### config.mk
export PLATFORM = sky130hd
export DESIGN_NAME = rig_reset_init
export DESIGN_NICKNAME = d
export VERILOG_FILES = /design/src/include/rig_pkg.sv /design/src/rtl/rig_reset_init.sv
export VERILOG_INCLUDE_DIRS = /design/src /design/src/include
export SDC_FILE = /design/constraint.sdc
export NUM_CORES = 1
export LEC_CHECK = 0
export BUFFER_PORTS_ARGS = -buffer_cell sky130_fd_sc_hd__buf_2
export CAP_MARGIN = 25
export CORE_MARGIN = 2
export CORE_UTILIZATION = 40
export CTS_CLUSTER_SIZE = 16
export DETAILED_ROUTE_END_ITERATION = 8
export PLACE_DENSITY = 0.57
export REMOVE_ABC_BUFFERS = 1
export SETUP_SLACK_MARGIN = 0.3
export SYNTH_ARGS = -nofsm -noshare
export SYNTH_HDL_FRONTEND = slang
export SYNTH_SLANG_ARGS = --single-unit
### constraint.sdc
create_clock -name clock -period 3.6 [get_ports clock]
set_input_delay 1.08 -clock clock [delete_from_list [all_inputs] [get_ports clock]]
set_output_delay 1.08 -clock clock [all_outputs]
set_load 0.005 [all_outputs]
### src/include/rig_params.svh
// Offsets, field positions, reset values and vectors of the reset initialisation group
// Operation
// - Three classes: power-on, system resets, wake-up; each loads its own contents.
// - Interrupt wake with either global enable set loads the matching vector, unless a stack overflow reset takes over.
// - Such a wake pushes the current program counter into the return top registers unless the stack is full.
// - Such a wake advances the return stack pointer to the next stack slot unless the stack is full.
// - An interrupt wake-up leaves cause flags set in the interrupt flag registers.
// - Port A bits 6 and 7 exist only when the oscillator mode frees them.
// - Disabled port A bits 6 and 7 are not driven and read zero.
// - Unimplemented bits read zero; unchanged bits hold; unknown bits need no value.
// - Conditional bits take values from reset cause or oscillator state.
// - Stack overflow with reset enabled clears the program counter and sets stack full.
`ifndef RIG_PARAMS_SVH
`define RIG_PARAMS_SVH

// ----------------------------------------------------------------
// Register indices (byte address = index * 4)
// ----------------------------------------------------------------
`define RIG_IDX_P1H     0
`define RIG_IDX_P1L     1
`define RIG_IDX_BANK    2
`define RIG_IDX_P2H     3
`define RIG_IDX_P2L     4
`define RIG_IDX_ALU     5
`define RIG_IDX_T0H     6
`define RIG_IDX_T0L     7
`define RIG_IDX_T0CTL   8
`define RIG_IDX_OSC     9
`define RIG_IDX_HLVD    10
`define RIG_IDX_WDT     11
`define RIG_IDX_RCAUSE  12
`define RIG_IDX_T1H     13
`define RIG_IDX_T1L     14
`define RIG_IDX_T1CTL   15
`define RIG_IDX_T2      16
`define RIG_IDX_T2PER   17
`define RIG_IDX_T2CTL   18
`define RIG_IDX_SBUF    19
`define RIG_IDX_SADD    20
`define RIG_IDX_SSTAT   21
`define RIG_IDX_SCON1   22
`define RIG_IDX_SCON2   23
`define RIG_IDX_PCL     24
`define RIG_IDX_PCH     25
`define RIG_IDX_PCU     26
`define RIG_IDX_RET_LO  27
`define RIG_IDX_RET_HI  28
`define RIG_IDX_RET_UP  29
`define RIG_IDX_SP      30
`define RIG_IDX_INTCON  31
`define RIG_IDX_PIR     32
`define RIG_IDX_PA_LAT  33
`define RIG_IDX_PA_DIR  34
`define RIG_IDX_PA_PIN  35
`define RIG_IDX_CFG     36
`define RIG_NREG        37

// ----------------------------------------------------------------
// Field positions and values
// ----------------------------------------------------------------
`define RIG_CFG_OVFRST   0
`define RIG_CFG_PAFREE   1
`define RIG_INT_EN_HIGH  7
`define RIG_INT_EN_LOW   6
`define RIG_SP_FULL      7
`define RIG_SP_TOP       5'h1F
`define RIG_RC_RI        4
`define RIG_RC_TO        3
`define RIG_RC_PD        2
`define RIG_OSC_STABLE   3
`define RIG_OSC_WAKEQ    1
`define RIG_RCAUSE_POR   8'h1C
`define RIG_VEC_HIGH     21'h000018
`define RIG_VEC_LOW      21'h000008
`define RIG_PC_STEP      21'h000002
`define RIG_PA_FREE_MASK 8'hFF
`define RIG_PA_PIN_MASK  8'h3F

`endif

### src/include/rig_pkg.sv
// Types shared by the reset initialisation group
package rig_pkg;
    // Initialisation class applied in one cycle
    typedef enum logic [2:0] {
        RIG_CLS_NONE,
        RIG_CLS_POWER,
        RIG_CLS_SYSTEM,
        RIG_CLS_STACK,
        RIG_CLS_WAKE
    } rig_class_t;
endpackage

### src/rtl/rig_reset_init.sv
// Reset initialisation register group with an Avalon-MM slave port
//
// Chosen here: the placing of the registers and the Avalon-MM slave port.
`include "rig_params.svh"

module rig_reset_init
    import rig_pkg::*;
(
    input  wire logic        clock,
    input  wire logic        rst_n,
    input  wire logic        ce,
    input  wire logic [7:0]  avs_address,
    input  wire logic        avs_read,
    input  wire logic        avs_write,
    input  wire logic [31:0] avs_writedata,
    output logic      [31:0] avs_readdata,
    output logic             avs_waitrequest,
    input  wire logic        por_event,
    input  wire logic        system_reset_event,
    input  wire logic        reset_instr_event,
    input  wire logic        wdt_reset_event,
    input  wire logic        wdt_wake_event,
    input  wire logic        int_wake_event,
    input  wire logic        int_wake_high,
    input  wire logic [7:0]  wake_flags,
    input  wire logic        osc_stable,
    input  wire logic [7:0]  port_a_pins,
    output logic      [7:0]  port_a_out,
    output logic      [7:0]  port_a_oe,
    output logic      [20:0] program_counter
);

    // ----------------------------------------------------------------
    // Register table: {implemented mask, power-on value, kept on system reset}
    // ----------------------------------------------------------------
    function automatic logic [23:0] rig_table(input int idx);
        case (idx)
            `RIG_IDX_P1H, `RIG_IDX_BANK, `RIG_IDX_P2H: rig_table = {8'h0F, 8'h00, 8'h00};
            `RIG_IDX_P1L, `RIG_IDX_P2L, `RIG_IDX_T0L,
            `RIG_IDX_T1H, `RIG_IDX_T1L, `RIG_IDX_SBUF: rig_table = {8'hFF, 8'h00, 8'hFF};
            `RIG_IDX_ALU:    rig_table = {8'h1F, 8'h00, 8'h1F};
            `RIG_IDX_T0CTL:  rig_table = {8'hFF, 8'hFF, 8'h00};
            `RIG_IDX_OSC:    rig_table = {8'hFF, 8'h40, 8'h00};
            `RIG_IDX_HLVD:   rig_table = {8'hBF, 8'h05, 8'h00};
            `RIG_IDX_WDT:    rig_table = {8'h01, 8'h00, 8'h00};
            `RIG_IDX_RCAUSE: rig_table = {8'hDF, `RIG_RCAUSE_POR, 8'h5F};
            `RIG_IDX_T1CTL:  rig_table = {8'hFF, 8'h00, 8'hBF};
            `RIG_IDX_T2PER:  rig_table = {8'hFF, 8'hFF, 8'h00};
            `RIG_IDX_T2CTL:  rig_table = {8'h7F, 8'h00, 8'h00};
            `RIG_IDX_PCU, `RIG_IDX_RET_UP: rig_table = {8'h1F, 8'h00, 8'h00};
            `RIG_IDX_SP:     rig_table = {8'hDF, 8'h00, 8'hC0};
            `RIG_IDX_INTCON: rig_table = {8'hFF, 8'h00, 8'h01};
            `RIG_IDX_PA_DIR: rig_table = {8'hFF, 8'hFF, 8'h00};
            `RIG_IDX_CFG:    rig_table = {8'h03, 8'h00, 8'h03};
            default:         rig_table = {8'hFF, 8'h00, 8'h00};
        endcase
    endfunction

    logic [7:0] regs      [0:`RIG_NREG-1];
    logic [7:0] next_regs [0:`RIG_NREG-1];

    // ----------------------------------------------------------------
    // Class decode and derived state
    // ----------------------------------------------------------------
    // Power-on beats system resets, which beat the stack reset and wake-ups
    wire        any_sys    = system_reset_event | reset_instr_event | wdt_reset_event;
    wire        gie_any    = regs[`RIG_IDX_INTCON][`RIG_INT_EN_HIGH] | regs[`RIG_IDX_INTCON][`RIG_INT_EN_LOW];
    wire        vec_ok     = int_wake_event & gie_any;
    wire        stack_full = regs[`RIG_IDX_SP][4:0] == `RIG_SP_TOP;
    wire        ovf_rst_en = regs[`RIG_IDX_CFG][`RIG_CFG_OVFRST];
    wire        do_stack   = vec_ok & stack_full & ovf_rst_en;
    wire        do_wake    = wdt_wake_event | int_wake_event;
    wire        push_ok    = vec_ok & ~stack_full;
    wire        overflow   = vec_ok & stack_full & ~ovf_rst_en;
    rig_class_t cls;
    assign cls = por_event ? RIG_CLS_POWER :
                 any_sys   ? RIG_CLS_SYSTEM :
                 do_stack  ? RIG_CLS_STACK :
                 do_wake   ? RIG_CLS_WAKE : RIG_CLS_NONE;

    wire [20:0] pc_cur  = {regs[`RIG_IDX_PCU][4:0], regs[`RIG_IDX_PCH], regs[`RIG_IDX_PCL]};
    wire [20:0] pc_vec  = int_wake_high ? `RIG_VEC_HIGH : `RIG_VEC_LOW;
    // Without an enabled vector the core simply resumes at the next word
    // An enabled vector is taken when a full stack blocks the push only if the overflow reset is off
    wire [20:0] pc_wake = vec_ok ? pc_vec : 21'(pc_cur + `RIG_PC_STEP);
    wire [4:0]  sp_inc  = 5'(regs[`RIG_IDX_SP][4:0] + 5'h01);
    // Bits 6 and 7 of port A vanish unless the oscillator mode frees them
    wire [7:0]  pa_mask = regs[`RIG_IDX_CFG][`RIG_CFG_PAFREE] ? `RIG_PA_FREE_MASK : `RIG_PA_PIN_MASK;

    // ----------------------------------------------------------------
    // Bus decode
    // ----------------------------------------------------------------
    wire [5:0]  widx     = avs_address[7:2];
    wire        mapped   = widx < 6'(`RIG_NREG);
    wire        wr_hit   = avs_write & ~avs_waitrequest & mapped;
    wire [23:0] rd_tbl   = rig_table(int'(widx));
    wire        pa_reg   = widx == 6'(`RIG_IDX_PA_LAT) || widx == 6'(`RIG_IDX_PA_DIR);
    // Port A pins are read live; unmapped words read zero
    wire [7:0]  rd_byte  = !mapped                        ? 8'h00 :
                           widx == 6'(`RIG_IDX_PA_PIN)    ? port_a_pins & pa_mask :
                           pa_reg                         ? regs[widx] & pa_mask :
                                                            regs[widx] & rd_tbl[23:16];

    // ----------------------------------------------------------------
    // Next register values: bus write first, then class loads on top
    // ----------------------------------------------------------------
    // A hardware load in the same cycle as a write wins, so no event is lost
    always_comb begin
        logic [23:0] t;
        logic [7:0]  n;
        t = 24'h000000;
        n = 8'h00;
        for (int i = 0; i < `RIG_NREG; i++) begin
            t = rig_table(i);
            n = regs[i];
            if (wr_hit && int'(widx) == i && i != `RIG_IDX_PA_PIN) begin
                n = avs_writedata[7:0] & t[23:16];
            end
            case (cls)
                RIG_CLS_POWER: begin
                    n = t[15:8] & t[23:16];
                end
                RIG_CLS_SYSTEM, RIG_CLS_STACK: begin
                    n = ((regs[i] & t[7:0]) | (t[15:8] & ~t[7:0])) & t[23:16];
                end
                RIG_CLS_WAKE: begin
                    if (i == `RIG_IDX_T2PER) begin
                        n = 8'hFF;
                    end
                end
                default: ;
            endcase
            // Oscillator state bit is conditional on the clock being ready
            if (i == `RIG_IDX_OSC) begin
                if (cls == RIG_CLS_POWER || cls == RIG_CLS_SYSTEM || cls == RIG_CLS_STACK) begin
                    n[`RIG_OSC_STABLE] = osc_stable;
                end else if (cls == RIG_CLS_WAKE) begin
                    n[`RIG_OSC_WAKEQ] = osc_stable;
                end
            end
            // Reset cause flags follow whichever event fired
            if (i == `RIG_IDX_RCAUSE) begin
                if (cls == RIG_CLS_SYSTEM) begin
                    n[`RIG_RC_PD] = 1'b1;
                    if (reset_instr_event) n[`RIG_RC_RI] = 1'b0;
                    if (wdt_reset_event) n[`RIG_RC_TO] = 1'b0;
                end else if (cls == RIG_CLS_WAKE) begin
                    n[`RIG_RC_PD] = 1'b0;
                    if (wdt_wake_event) n[`RIG_RC_TO] = 1'b0;
                end
            end
            // Stack overflow: full flag set; pointer kept on a wake, cleared by the stack reset
            if (i == `RIG_IDX_SP) begin
                if (cls == RIG_CLS_STACK || (cls == RIG_CLS_WAKE && overflow)) begin
                    n[`RIG_SP_FULL] = 1'b1;
                end else if (cls == RIG_CLS_WAKE && push_ok) begin
                    n[4:0] = sp_inc;
                end
            end
            // Program counter and pushed return address on wake-up
            if (cls == RIG_CLS_WAKE) begin
                if (i == `RIG_IDX_PCL) n = pc_wake[7:0];
                if (i == `RIG_IDX_PCH) n = pc_wake[15:8];
                if (i == `RIG_IDX_PCU) n = {3'b000, pc_wake[20:16]};
                if (push_ok && i == `RIG_IDX_RET_LO) n = pc_cur[7:0];
                if (push_ok && i == `RIG_IDX_RET_HI) n = pc_cur[15:8];
                if (push_ok && i == `RIG_IDX_RET_UP) n = {3'b000, pc_cur[20:16]};
                if (int_wake_event && i == `RIG_IDX_PIR) n = regs[i] | wake_flags;
            end
            next_regs[i] = n;
        end
    end

    // ----------------------------------------------------------------
    // Register storage
    // ----------------------------------------------------------------
    // Reset only loads constants from the table
    always_ff @(posedge clock) begin
        for (int i = 0; i < `RIG_NREG; i++) begin
            if (!rst_n) begin
                regs[i] <= 8'(rig_table(i) >> 8);
            end else if (ce) begin
                regs[i] <= next_regs[i];
            end
        end
    end

    // ----------------------------------------------------------------
    // Bus slave: one wait cycle, then the answer
    // ----------------------------------------------------------------
    always_ff @(posedge clock) begin
        if (!rst_n) begin
            avs_waitrequest <= 1'b1;
            avs_readdata    <= 32'h00000000;
        end else if (ce) begin
            if ((avs_read || avs_write) && avs_waitrequest) begin
                avs_waitrequest <= 1'b0;
                avs_readdata    <= avs_read ? {24'h000000, rd_byte} : 32'h00000000;
            end else begin
                avs_waitrequest <= 1'b1;
            end
        end
    end

    // ----------------------------------------------------------------
    // Pin and program counter outputs
    // ----------------------------------------------------------------
    // Latch bit 1 in direction means input, so the enable is its inverse
    always_ff @(posedge clock) begin
        if (!rst_n) begin
            port_a_out      <= 8'h00;
            port_a_oe       <= 8'h00;
            program_counter <= 21'h000000;
        end else if (ce) begin
            port_a_out      <= next_regs[`RIG_IDX_PA_LAT] & pa_mask;
            port_a_oe       <= ~next_regs[`RIG_IDX_PA_DIR] & pa_mask;
            program_counter <= {next_regs[`RIG_IDX_PCU][4:0], next_regs[`RIG_IDX_PCH],
                                next_regs[`RIG_IDX_PCL]};
        end
    end
endmodule

* Word level (Yosys, flattened, before mapping) *
Memories as Yosys holds them, arrays and structs flattened.
Index checks and enable logic that the tools add are counted.

word-level totals
  memories = 2
  bits in latches = 0
  register bits = 70
  ROM bits = 1472
  bits of input ports = 69
  output and inout bits = 70
  logic and storage cells = 388
  RAM bits = 296

operators by class
  multipliers = 0
  $lt $le $gt $ge = 1
  bitwise gates (word level) = 61
  reduce and logical (&&, ||, !) cells = 74
  muxes and demuxes = 167
  div/mod/pow operators = 0
  eq/ne operators = 76
  add/subtract/negate cells = 2
  shift-type cells = 0

memories
  name              words  bits a word  rd ports  clocked after Yosys merged registers in  wr ports  RTL line              text
  (name not given)  64     23           1         0                                        0         rig_reset_init.sv:37  case (idx)
  regs              37     8            15        0                                        37        rig_reset_init.sv:59  logic [7:0] regs [0:`RIG_NREG-1];

operators by type and width
  kind                                                              number
  8-bit two-way mux                                                 112
  16-bit two-way mux                                                15
  8-bit one-hot mux with 2 select lines                             12
  6-bit == test (second input constant)                             23
  6-bit by 5-bit == test with 1-bit output (second input constant)  8
  1-bit OR                                                          44
  8-bit AND                                                         5
  1-bit logical AND                                                 39
  2-bit AND reduction                                               18
  3-bit != test (second input constant)                             10
  2-bit != test (second input constant)                             14
  6-bit by 4-bit == test with 1-bit output (second input constant)  4
  3-bit AND reduction                                               8
  21-bit by 2-bit adder with 21-bit output (second input constant)  1
  21-bit two-way mux                                                1
  5-bit two-way mux                                                 4
  1-bit two-way mux                                                 15
  3-bit two-way mux                                                 5
  6-bit by 3-bit == test with 1-bit output (second input constant)  2
  1-bit != test (second input constant)                             9
  8-bit NOT                                                         1
  8-bit OR                                                          1
  1-bit AND                                                         7
  3-bit by 2-bit == test with 1-bit output (second input constant)  2
  14 further kinds                                                  21

* Longest topological paths before layout *
Gate-level depths: netlist (run 1).
An unclocked memory read counts as a cell.

  depth in word-level cells = 15
  depth in mapped cells = 11
  depth with buffers taken out = 8

* Least setup slack after synthesis (run 1) *
OpenSTA, ideal clock, no wires.

  path type = input to register
  start point = input port rst_n
  end point = memory regs[12][2], enable pin
  cell stages on the path = 6
  path slack = -0.170 ns
  arrival = 3.474 ns
  buffers on the path = 2
  library setup time = 0.296 ns
  data required time = 3.304 ns
  cells stage by stage = clkbuf_1 -> inv_1 -> nor2_1 -> clkbuf_1 -> inv_1 -> o31a_1

RTL lines
  what         RTL line              text
  from (decl)  rig_reset_init.sv:10  input wire logic rst_n,
  to (decl)    rig_reset_init.sv:59

==> flow_summary.toml, run 1 <==
[run_status]
outcome = "finished clean"

[yosys]
ys.flop_type = "edfxtp_1"
yosysWarnings = 0
ys_seq_area_share_pct = 53.3
synth-async-reset-ratio_pct = 0
synth_edf_count = 253
synthesis.area_sq_mm = 0.0160
synth_seq_cells = 299
syn_inst = 1454
synth_cell_type_count = 83
syn_avg_cell_area_sq_um = 11.0

[global_routing]
grt_pass1_wl_mm = 81.2
grt_pass1_vias = 12050
overflow = 0
grt_use_total_pct = 26.6
grt_max_degree = 55
antenna_found_initial = 3

[final_layout]
nFillCells = 3668
area_delta_synth_final_pct = 16.5
fin_nets = 1656
finish.utilization_pct = 47.1
drive_above_1_share_pct = 23.4
fin_area_sq_mm = 0.0186

[timing]
period_minus_slack_ps = 3100
min_period_over_period_pct = 86.2
hold_slack_ps = 447
max_freq_ghz = 0.322
grt_setup_unrepaired = "false"
skew_ps = 18.9
tightest_slew_ps = 998
setup_violations = 0
final-max-slew-violation-count = 0
max-slew-margin-rel_pct = 33.2
setup-tns-final_ps = 0
finalHoldViolCount = 0

[placement]
routabilityCongestion = 0.949
io_buffers = 88
place_area_sq_mm = 0.0174
dpl.hpwl_mm = 39.3

[power]
leakagePower_nw = 7.03
max-vdd-ir-drop_v = 0.000307
power_density_mw_per_mm2 = 457
p_total_w = 0.00851

[clocking]
cts_tree = "built"
ctsHoldBuffers = 0
cts-root-buf = "clkbuf_16"
clkTransAtPathRegs_ps = 60
cts_made_buffers = 35
cts_sinks = 299
cts_resized = 0
clk_latency_ps = 530
htreeDepth = 2
post-cts-setup-buffers = 0
cts_buffer_depth = 3

[floorplan]
initial_utilization_pct = 40.4
design.core.area_sq_mm = 0.0395
rows = 73
io-pin-count = 139
fp.dieW_um = 204
die_height_um = 204
dieArea_sq_mm = 0.0416

[setup_path]
timing.rr.end = "regs[18][0]"
r2r_cells = 8
critical_path_required_ps = 3960
crit_arrival_ps = 3460
crit_type = "reg -> reg"
cp-start-kind = "flip-flop"
reg2reg_from = "regs[30][0]"
cp-end-kind = "flip-flop"
cp_max_fo = 15
rrSetupSlack_ps = 500

[route]
dr.pass1.iters = 5
routed_wl_mm = 55.5
vias_per_cell = 6.02
drcViolationCount = 0
num_vias = 12815
postRouteAntennaNets = 0
routedWlPerCell_um = 26.1
drt_iter0_markers = 1332

[min_path]
hp-class = "reg -> reg"
hold_depth = 1
worstHoldEndpoint = "program_counter[3]"
min-delay-start = "program_counter[3]"

[job]
drv_cap = 0
critical path: stages (launching register included):
cell and delay (ps):
edfxtp_1 500, ha_1 270, and3_1 200, ha_1 270, o2111ai_1 290, nand2_1 200, buf_4 220, or3_1 690
nor3_1 280
area by class of cell:
cell class                 instances  area [sq um]  share of cell area, %
sequential                       299          8520                   45.7
multi-input combinational       1014          6840                   36.7
timing repair buffer             197          1300                   6.99
clock buffer                      50          1020                   5.50
tap                              525           657                   3.53
clock inverter                    13           168                  0.900
inverter                          31           118                  0.631
antenna                            1          2.50                 0.0134
stage by stage:
stage                     instances  worst slack, ps
final                          2130              497
after detailed placement       2066              198
after floorplan                1344            -1020
after global placement         2066              227
after CTS                      2129              571
after global routing           2129              421
logic make-up after synthesis:
group,share of synthesized area (%)
xor gates and xnor gates,0.329
AOI/OAI and AO/OA,12.5
muxes,12.2
adders and majority gates,0.704
other,0.0235
and+or+nand+nor,16.3
buffers and inverters,4.65
DFF,53.3
report_power, final:
part | total, W | leakage (nW) | internal (W) | switching [W]
clock | 0.00371 | 0.583 | 0.00227 | 0.00144
combinational | 0.000805 | 3.45 | 0.000276 | 0.000529
sequential | 0.00399 | 3.00 | 0.00390 | 0.0000893
total | 0.00851 | 7.03 | 0.00644 | 0.00206
cell usage after synthesis, types with 12 or more instances:
master    number  share of area, %
clkbuf_1      82               1.9
mux4_2        42               5.9
buf_2         15              0.47
dfxtp_1       46               5.8
nand2_1      130               3.1
mux2_2        52               3.7
nor3_1        20              0.63
and3_1        17              0.67
a22oi_1       34               1.6
a31oi_1       16              0.63
nand3_1       40               1.3
a21o_1        12              0.56
inv_1         31              0.73
mux2i_1       42               2.6
o21a_1        12              0.56
edfxtp_1     253                48
nand4_1       18              0.70
buf_4         25               1.2
nand2b_1      27               1.1
nor2_1       217               5.1
a22o_1        18              0.99
a21oi_1       46               1.4
o21ai_0       57               1.8
layer usage:
| layer | track usage (%) | part of all wire, % |
|---|---|---|
| met1 | 36.7 | 42 |
| met2 | 41.5 | 45 |
| met3 | 5.88 | 9.6 |
| met4 | 8.92 | 3.4 |
| met5 | 0 | 0.049 |
flip-flops by register name, summed over array words and instances, names as in the netlist:
signal	count
port_a_out	8
avs_waitrequest	1
avs_readdata	8
regs	253
port_a_oe	8
program_counter	21
layout by cell type (no fill, tap or decap), drive strengths merged, types with 9 or more instances in the layout:
cell,n
dfxtp,46
nand3,41
nor3,22
a21o,12
ha,9
or3,9
edfxtp,253
buf,197
o211ai,10
mux2,52
and2,11
clkbuf,50
a22oi,34
nand2,134
a31oi,16
and3,17
nor2,218
clkinv,9
mux4,42
conb,24
a22o,18
nand4,21
nand2b,27
a21oi,46
o221ai,9
mux2i,42
o21ai,65
inv,30
o21a,12
worst max-delay path by stage:
stage | startpoint | end | slack, ps | cells past startpoint
after floorplan | rst_n | regs[12][2] | -1020 | 4
final | regs[30][0] | regs[18][0] | 500 | 8
after CTS | regs[30][0] | regs[18][0] | 570 | 8
after global routing | regs[30][0] | regs[11][0] | 420 | 8
after global placement | avs_address[3] | regs[32][0] | 230 | 8
after detailed placement | avs_address[3] | regs[32][0] | 200 | 8
Note: power is estimated with default switching activity, not from simulation.
==> run 2, diff against run 1 <==
--- a/config.mk
+++ b/config.mk
@@ -6,6 +6,7 @@
 export SDC_FILE = /design/constraint.sdc
 export NUM_CORES = 1
 export LEC_CHECK = 0
+export ABC_AREA = 1
 export BUFFER_PORTS_ARGS = -buffer_cell sky130_fd_sc_hd__buf_2
 export CAP_MARGIN = 25
 export CORE_MARGIN = 2
==> flow_summary.toml, run 2 <==
[timing]
min_period_over_period_pct = 79.7
grt_setup_unrepaired = "false"
finalHoldViolCount = 0
period_minus_slack_ps = 2870
final.setup.worst_slack_ps = 729
final-max-slew-violation-count = 0
hold_slack_ps = 449
max_freq_ghz = 0.348
skew_ps = 31.9
tightest_slew_ps = 693
max-slew-margin-rel_pct = 53.8
setup_violations = 0
setup-tns-final_ps = 0

[yosys]
synth_seq_cells = 299
ys_seq_area_share_pct = 53.3
synth_cell_type_count = 46
synth_top_area_cell = "edfxtp_1"
synthesis.area_sq_mm = 0.0160
yosys-top-cells-count = "779 x nand2_1, 253 x edfxtp_1, 222 x nor2_1"
synth-async-reset-ratio_pct = 0
netlist_top_cells_area = "edfxtp_1 48%, nand2_1 18%, dfxtp_1 5.8%"
yosysWarnings = 0
ys.flop_type = "edfxtp_1"
synth_top_area_share_pct = 47.5
synth_edf_count = 253
yosysMostFrequentCell = "nand2_1"
syn_inst = 1999
syn_avg_cell_area_sq_um = 8.00

[floorplan]
io-pin-count = 139
die_height_um = 204
design.core.area_sq_mm = 0.0396
dieArea_sq_mm = 0.0416
fp.dieW_um = 204
initial_utilization_pct = 40.3
rows = 73

[route]
dr.pass1.iters = 6
drt_iter0_markers = 1434
vias_per_cell = 5.42
drcViolationCount = 0
num_vias = 14482
routed_wl_mm = 56.7
postRouteAntennaNets = 0
routedWlPerCell_um = 21.2

[clocking]
cts_made_buffers = 35
cts-root-buf = "clkbuf_16"
clk_latency_ps = 540
cts_buffer_depth = 3
cts_tree = "built"
cts_resized = 0
post-cts-setup-buffers = 0
ctsHoldBuffers = 0
clkTransAtPathRegs_ps = 60
cts_sinks = 299
htreeDepth = 2

[power]
p_total_w = 0.00809
combPwrFrac_pct = 9.8
seq_power_share_pct = 49.1
leakagePower_nw = 7.83
p_clk_share_pct = 41.1
max-vdd-ir-drop_v = 0.000321
swShare_pct = 25.8
power_density_mw_per_mm2 = 440
p_sw_w = 0.00209
p_int_w = 0.00600

[global_routing]
grt_max_degree = 80
grt_use_total_pct = 27.3
grt_pass1_wl_mm = 84.7
antenna_found_initial = 0
overflow = 0
grt_pass1_vias = 13714

[placement]
dp_slack_ps = 299
io_buffers = 88
routabilityCongestion = 1.01
place_area_sq_mm = 0.0174
dpl.hpwl_mm = 41.3

[setup_path]
cp-end-kind = "flip-flop"
crit_type = "reg -> reg"
critical_path_required_ps = 3960
cp-start-kind = "flip-flop"
cp_max_fo = 17
crit_arrival_ps = 3230
rrSetupSlack_ps = 730

[min_path]
hp-class = "reg -> reg"

[final_layout]
fin_nets = 2202
reg_top3 = "regs x253, program_counter x21"
layout_commonest_cell = "nand2_1"
largest_reg_flops = 253
diodes = 0
fin_area_sq_mm = 0.0184
final_cell_mix = "778 x nand2_1, 253 x edfxtp_1, 219 x nor2_1, 129 x inv_1, 120 x o21ai_0"
nFillCells = 4058
area_delta_synth_final_pct = 14.9
regMostFlops = "regs"
drive_above_1_share_pct = 12.9

[job]
drv_cap = 0

[run_status]
outcome = "finished clean"
[run 2: cell count changes after synthesis, sizes merged, moves of 27 or more]
| cell | delta |
|---|---|
| mux2i | -42 |
| nand2b | -27 |
| mux2 | -52 |
| nand2 | +656 |
| a21oi | +38 |
| clkbuf | -38 |
| o21ai | +73 |
| inv | +113 |
| nand3 | +30 |
| mux4 | -42 |
[run 2: final cells by class]
type	instances	area [sq um]	area share [%]
repair buffers	180	1180	6.43
clock buffers	48	935	5.08
clock inverters	13	97.6	0.531
inverters	147	552	3.00
multi-input cells	1461	6440	35.0
well taps	525	657	3.57
flip-flops and latches	299	8520	46.3
[run 2: metrics by stage]
step	util, %	instances
detailed placement	43.8	2612
CTS	46.4	2673
finish	46.4	2673
global route	46.4	2673
global placement	43.8	2612
floorplan	-	1907
[run 2: routing by layer]
| metal | global-route usage (%) | part of all wire (%) |
|---|---|---|
| met1 | 38.2 | 42 |
| met3 | 3.28 | 8.4 |
| met4 | 11.7 | 4.6 |
| met5 | 0 | 0 |
| met2 | 42.9 | 45 |
[run 2: cells by family after synthesis]
| kind of cell | share of synthesized area (%) |
|---|---|
| xor gates and xnor gates | 0.493 |
| other | 0.0234 |
| and+or+nand+nor | 28.3 |
| DFF | 53.3 |
| AOI/OAI and AO/OA | 10.1 |
| adders and majority gates | 0.704 |
| buffers and inverters | 7.10 |
[run 2: critical path, cell delays in order (launching register included)]
cell      delay (ps)
edfxtp_1         510
ha_1             260
nand2_1           80
nor2_1            60
ha_1             210
nand3_1          100
nand2_2           60
buf_4            170
nor2_4            90
inv_2            180
nor2_1           200
clkinv_1         520
nor2_1           250
[run 2: power by group through the flow]
stage	clock (W)	sequential [W]	combinational (W)
2_1_floorplan	0	0.00402	0.000394
3_3_place_gp	0	0.00403	0.000779
3_5_place_dp	0	0.00404	0.000782
4_1_cts	0.00337	0.00397	0.000785
5_1_grt	0.00350	0.00398	0.000861
6_report	0.00333	0.00397	0.000795
[run 2: final timing paths]
path                         endpoint  depth (start not counted)           startpoint
setup / recovery          regs[21][7]                         12          regs[30][0]
hold / removal    program_counter[16]                          2  program_counter[16]
setup reg to reg          regs[21][7]                         12          regs[30][0]
hold reg to reg   program_counter[16]                          2  program_counter[16]
==> run 3, diff against run 2 <==
==> constraint.sdc (replaced) <==
create_clock -name clock -period 2.47 [get_ports clock]
set_input_delay 0.741 -clock clock [delete_from_list [all_inputs] [get_ports clock]]
set_output_delay 0.741 -clock clock [all_outputs]
set_load 0.005 [all_outputs]
==> flow_summary.toml, run 3 (synthesized netlist as in run 2, its figures left out) <==
[placement]
routabilityCongestion = 0.969
dp_slack_ps = -538
place_area_sq_mm = 0.0190
io_buffers = 88
dpl.hpwl_mm = 45.0

[floorplan]
design.core.area_sq_mm = 0.0396
dieArea_sq_mm = 0.0416
initial_utilization_pct = 40.3
die_height_um = 204
io-pin-count = 139
rows = 73
fp.dieW_um = 204

[setup_path]
startpoint = "regs[30][1]"
cp-end-kind = "flip-flop"
cp-start-kind = "flip-flop"
critical_path_required_ps = 2770
cp_max_fo = 12
rrSetupSlack_ps = 140
crit_type = "reg -> reg"
reg2reg_from = "regs[30][1]"
crit_arrival_ps = 2630

[global_routing]
grt_pass1_vias = 14847
antenna_found_initial = 0
grt_pass1_wl_mm = 90.8
grt_use_total_pct = 29.4
overflow = 0
grt_max_degree = 48

[timing]
tightest_slew_ps = 693
finalHoldViolCount = 0
final.setup.worst_slack_ps = 144
setup_violations = 0
final-max-slew-violation-count = 0
skew_ps = 13.3
max_freq_ghz = 0.430
setup-tns-final_ps = 0
max-slew-margin-rel_pct = 53.8
grt_setup_unrepaired = "true"
min_period_over_period_pct = 94.2
period_minus_slack_ps = 2330

[final_layout]
regMostFlops = "regs"
largest_reg_flops = 253
diodes = 0
reg_top3 = "regs x253, program_counter x21"
fin_area_sq_mm = 0.0213
multiInputGateArea_sq_mm = 0.00704
nFillCells = 3790
fin_nets = 2402
area_delta_synth_final_pct = 33.4
layout_commonest_cell = "nand2_1"
register_area_sq_mm = 0.00852
drive_above_1_share_pct = 25.2
final_cell_mix = "740 x nand2_1, 253 x edfxtp_1, 204 x buf_4, 198 x nor2_1, 122 x inv_1"

[clocking]
cts-root-buf = "clkbuf_16"
cts_sinks = 299
cts_buffer_depth = 3
clk_latency_ps = 560
clkTransAtPathRegs_ps = 60
cts_tree = "built"
cts_made_buffers = 36
ctsHoldBuffers = 0
htreeDepth = 2

[route]
routed_wl_mm = 61.5
drt_iter0_markers = 1401
postRouteAntennaNets = 0
routedWlPerCell_um = 21.4
dr.pass1.iters = 7
num_vias = 15272
vias_per_cell = 5.31
drcViolationCount = 0

[power]
power_density_mw_per_mm2 = 577
max-vdd-ir-drop_v = 0.000513
combPwrFrac_pct = 12.3
p_sw_w = 0.00327
leakagePower_nw = 9.19
p_total_w = 0.0123
swShare_pct = 26.6
seq_power_share_pct = 47.1
p_int_w = 0.00903
p_clk_share_pct = 40.6

[job]
drv_cap = 0

[min_path]
hp-class = "reg -> reg"
min-delay-start = "program_counter[12]"

[run_status]
outcome = "finished clean"
-- run 3: cell types whose count changed in the layout (fill, tap and decap cells not counted), sizes merged --
| cell | before | now |
|---|---|---|
| clkinvlp | 0 | 1 |
| bufinv | 1 | 0 |
| buf | 180 | 373 |
| clkinv | 12 | 14 |
| clkbuf | 48 | 57 |
-- run 3: final timing paths --
path	endpoint	depth (start not counted)
worst max-delay path	regs[34][7]	12
worst min-delay path	program_counter[12]	2
worst max register to register	regs[34][7]	12
worst min register to register	program_counter[12]	2
-- run 3: per-layer routing --
layer  up-vias  wire [um]  part of all wire (%)  global-route usage [%]
met2       647      28800                    47                    48.4
met1      7314      25300                    41                    38.5
met3       129       4690                   7.6                    4.48
met5         -          0                     0                       0
met4         0       2720                   4.4                    12.7
li1       7182          -                     -                       -
-- run 3: power groups by stage --
| stage | registers [W] | clock network (W) | logic, W |
|---|---|---|---|
| 2_1_floorplan | 0.00585 | 0 | 0.000575 |
| 6_report | 0.00579 | 0.00500 | 0.00151 |
| 3_3_place_gp | 0.00589 | 0 | 0.00132 |
| 5_1_grt | 0.00581 | 0.00526 | 0.00162 |
| 4_1_cts | 0.00579 | 0.00507 | 0.00142 |
| 3_5_place_dp | 0.00590 | 0 | 0.00132 |
-- run 3: area by class of cell --
cell class,count,area share [%]
multi-input cells,1461,33.0
clock buffers,51,4.63
well taps,525,3.08
flip-flops and latches,299,39.9
inverters,147,2.76
repair buffers,379,16.1
clock inverters,15,0.434
-- run 3: what timing repair did --
item	CTS	global route
hold endpoints to repair	0	0
buffers inserted	18	5
cloned	5	4
setup endpoints to repair	412	452
resized for setup	202	85
pin swaps	34	41
-- run 3: critical path: stages (launching register included) --
cell	delay (ps)
edfxtp_1	420
ha_2	210
nand2_2	80
nor2_2	40
ha_2	190
nand3_2	70
nand2_2	70
buf_4	140
buf_4	140
nor2_4	130
inv_6	110
buf_4	170
or2_2	280
-- run 3: per-stage QoR --
stage / hold WS, ps / cells / util [%]
finish: 450 / 2877 / 53.8
global route: 469 / 2877 / 53.8
CTS: 453 / 2868 / 52.7
detailed placement: 433 / 2779 / 47.8
global placement: 432 / 2779 / 47.8
floorplan: 448 / 1907 / -
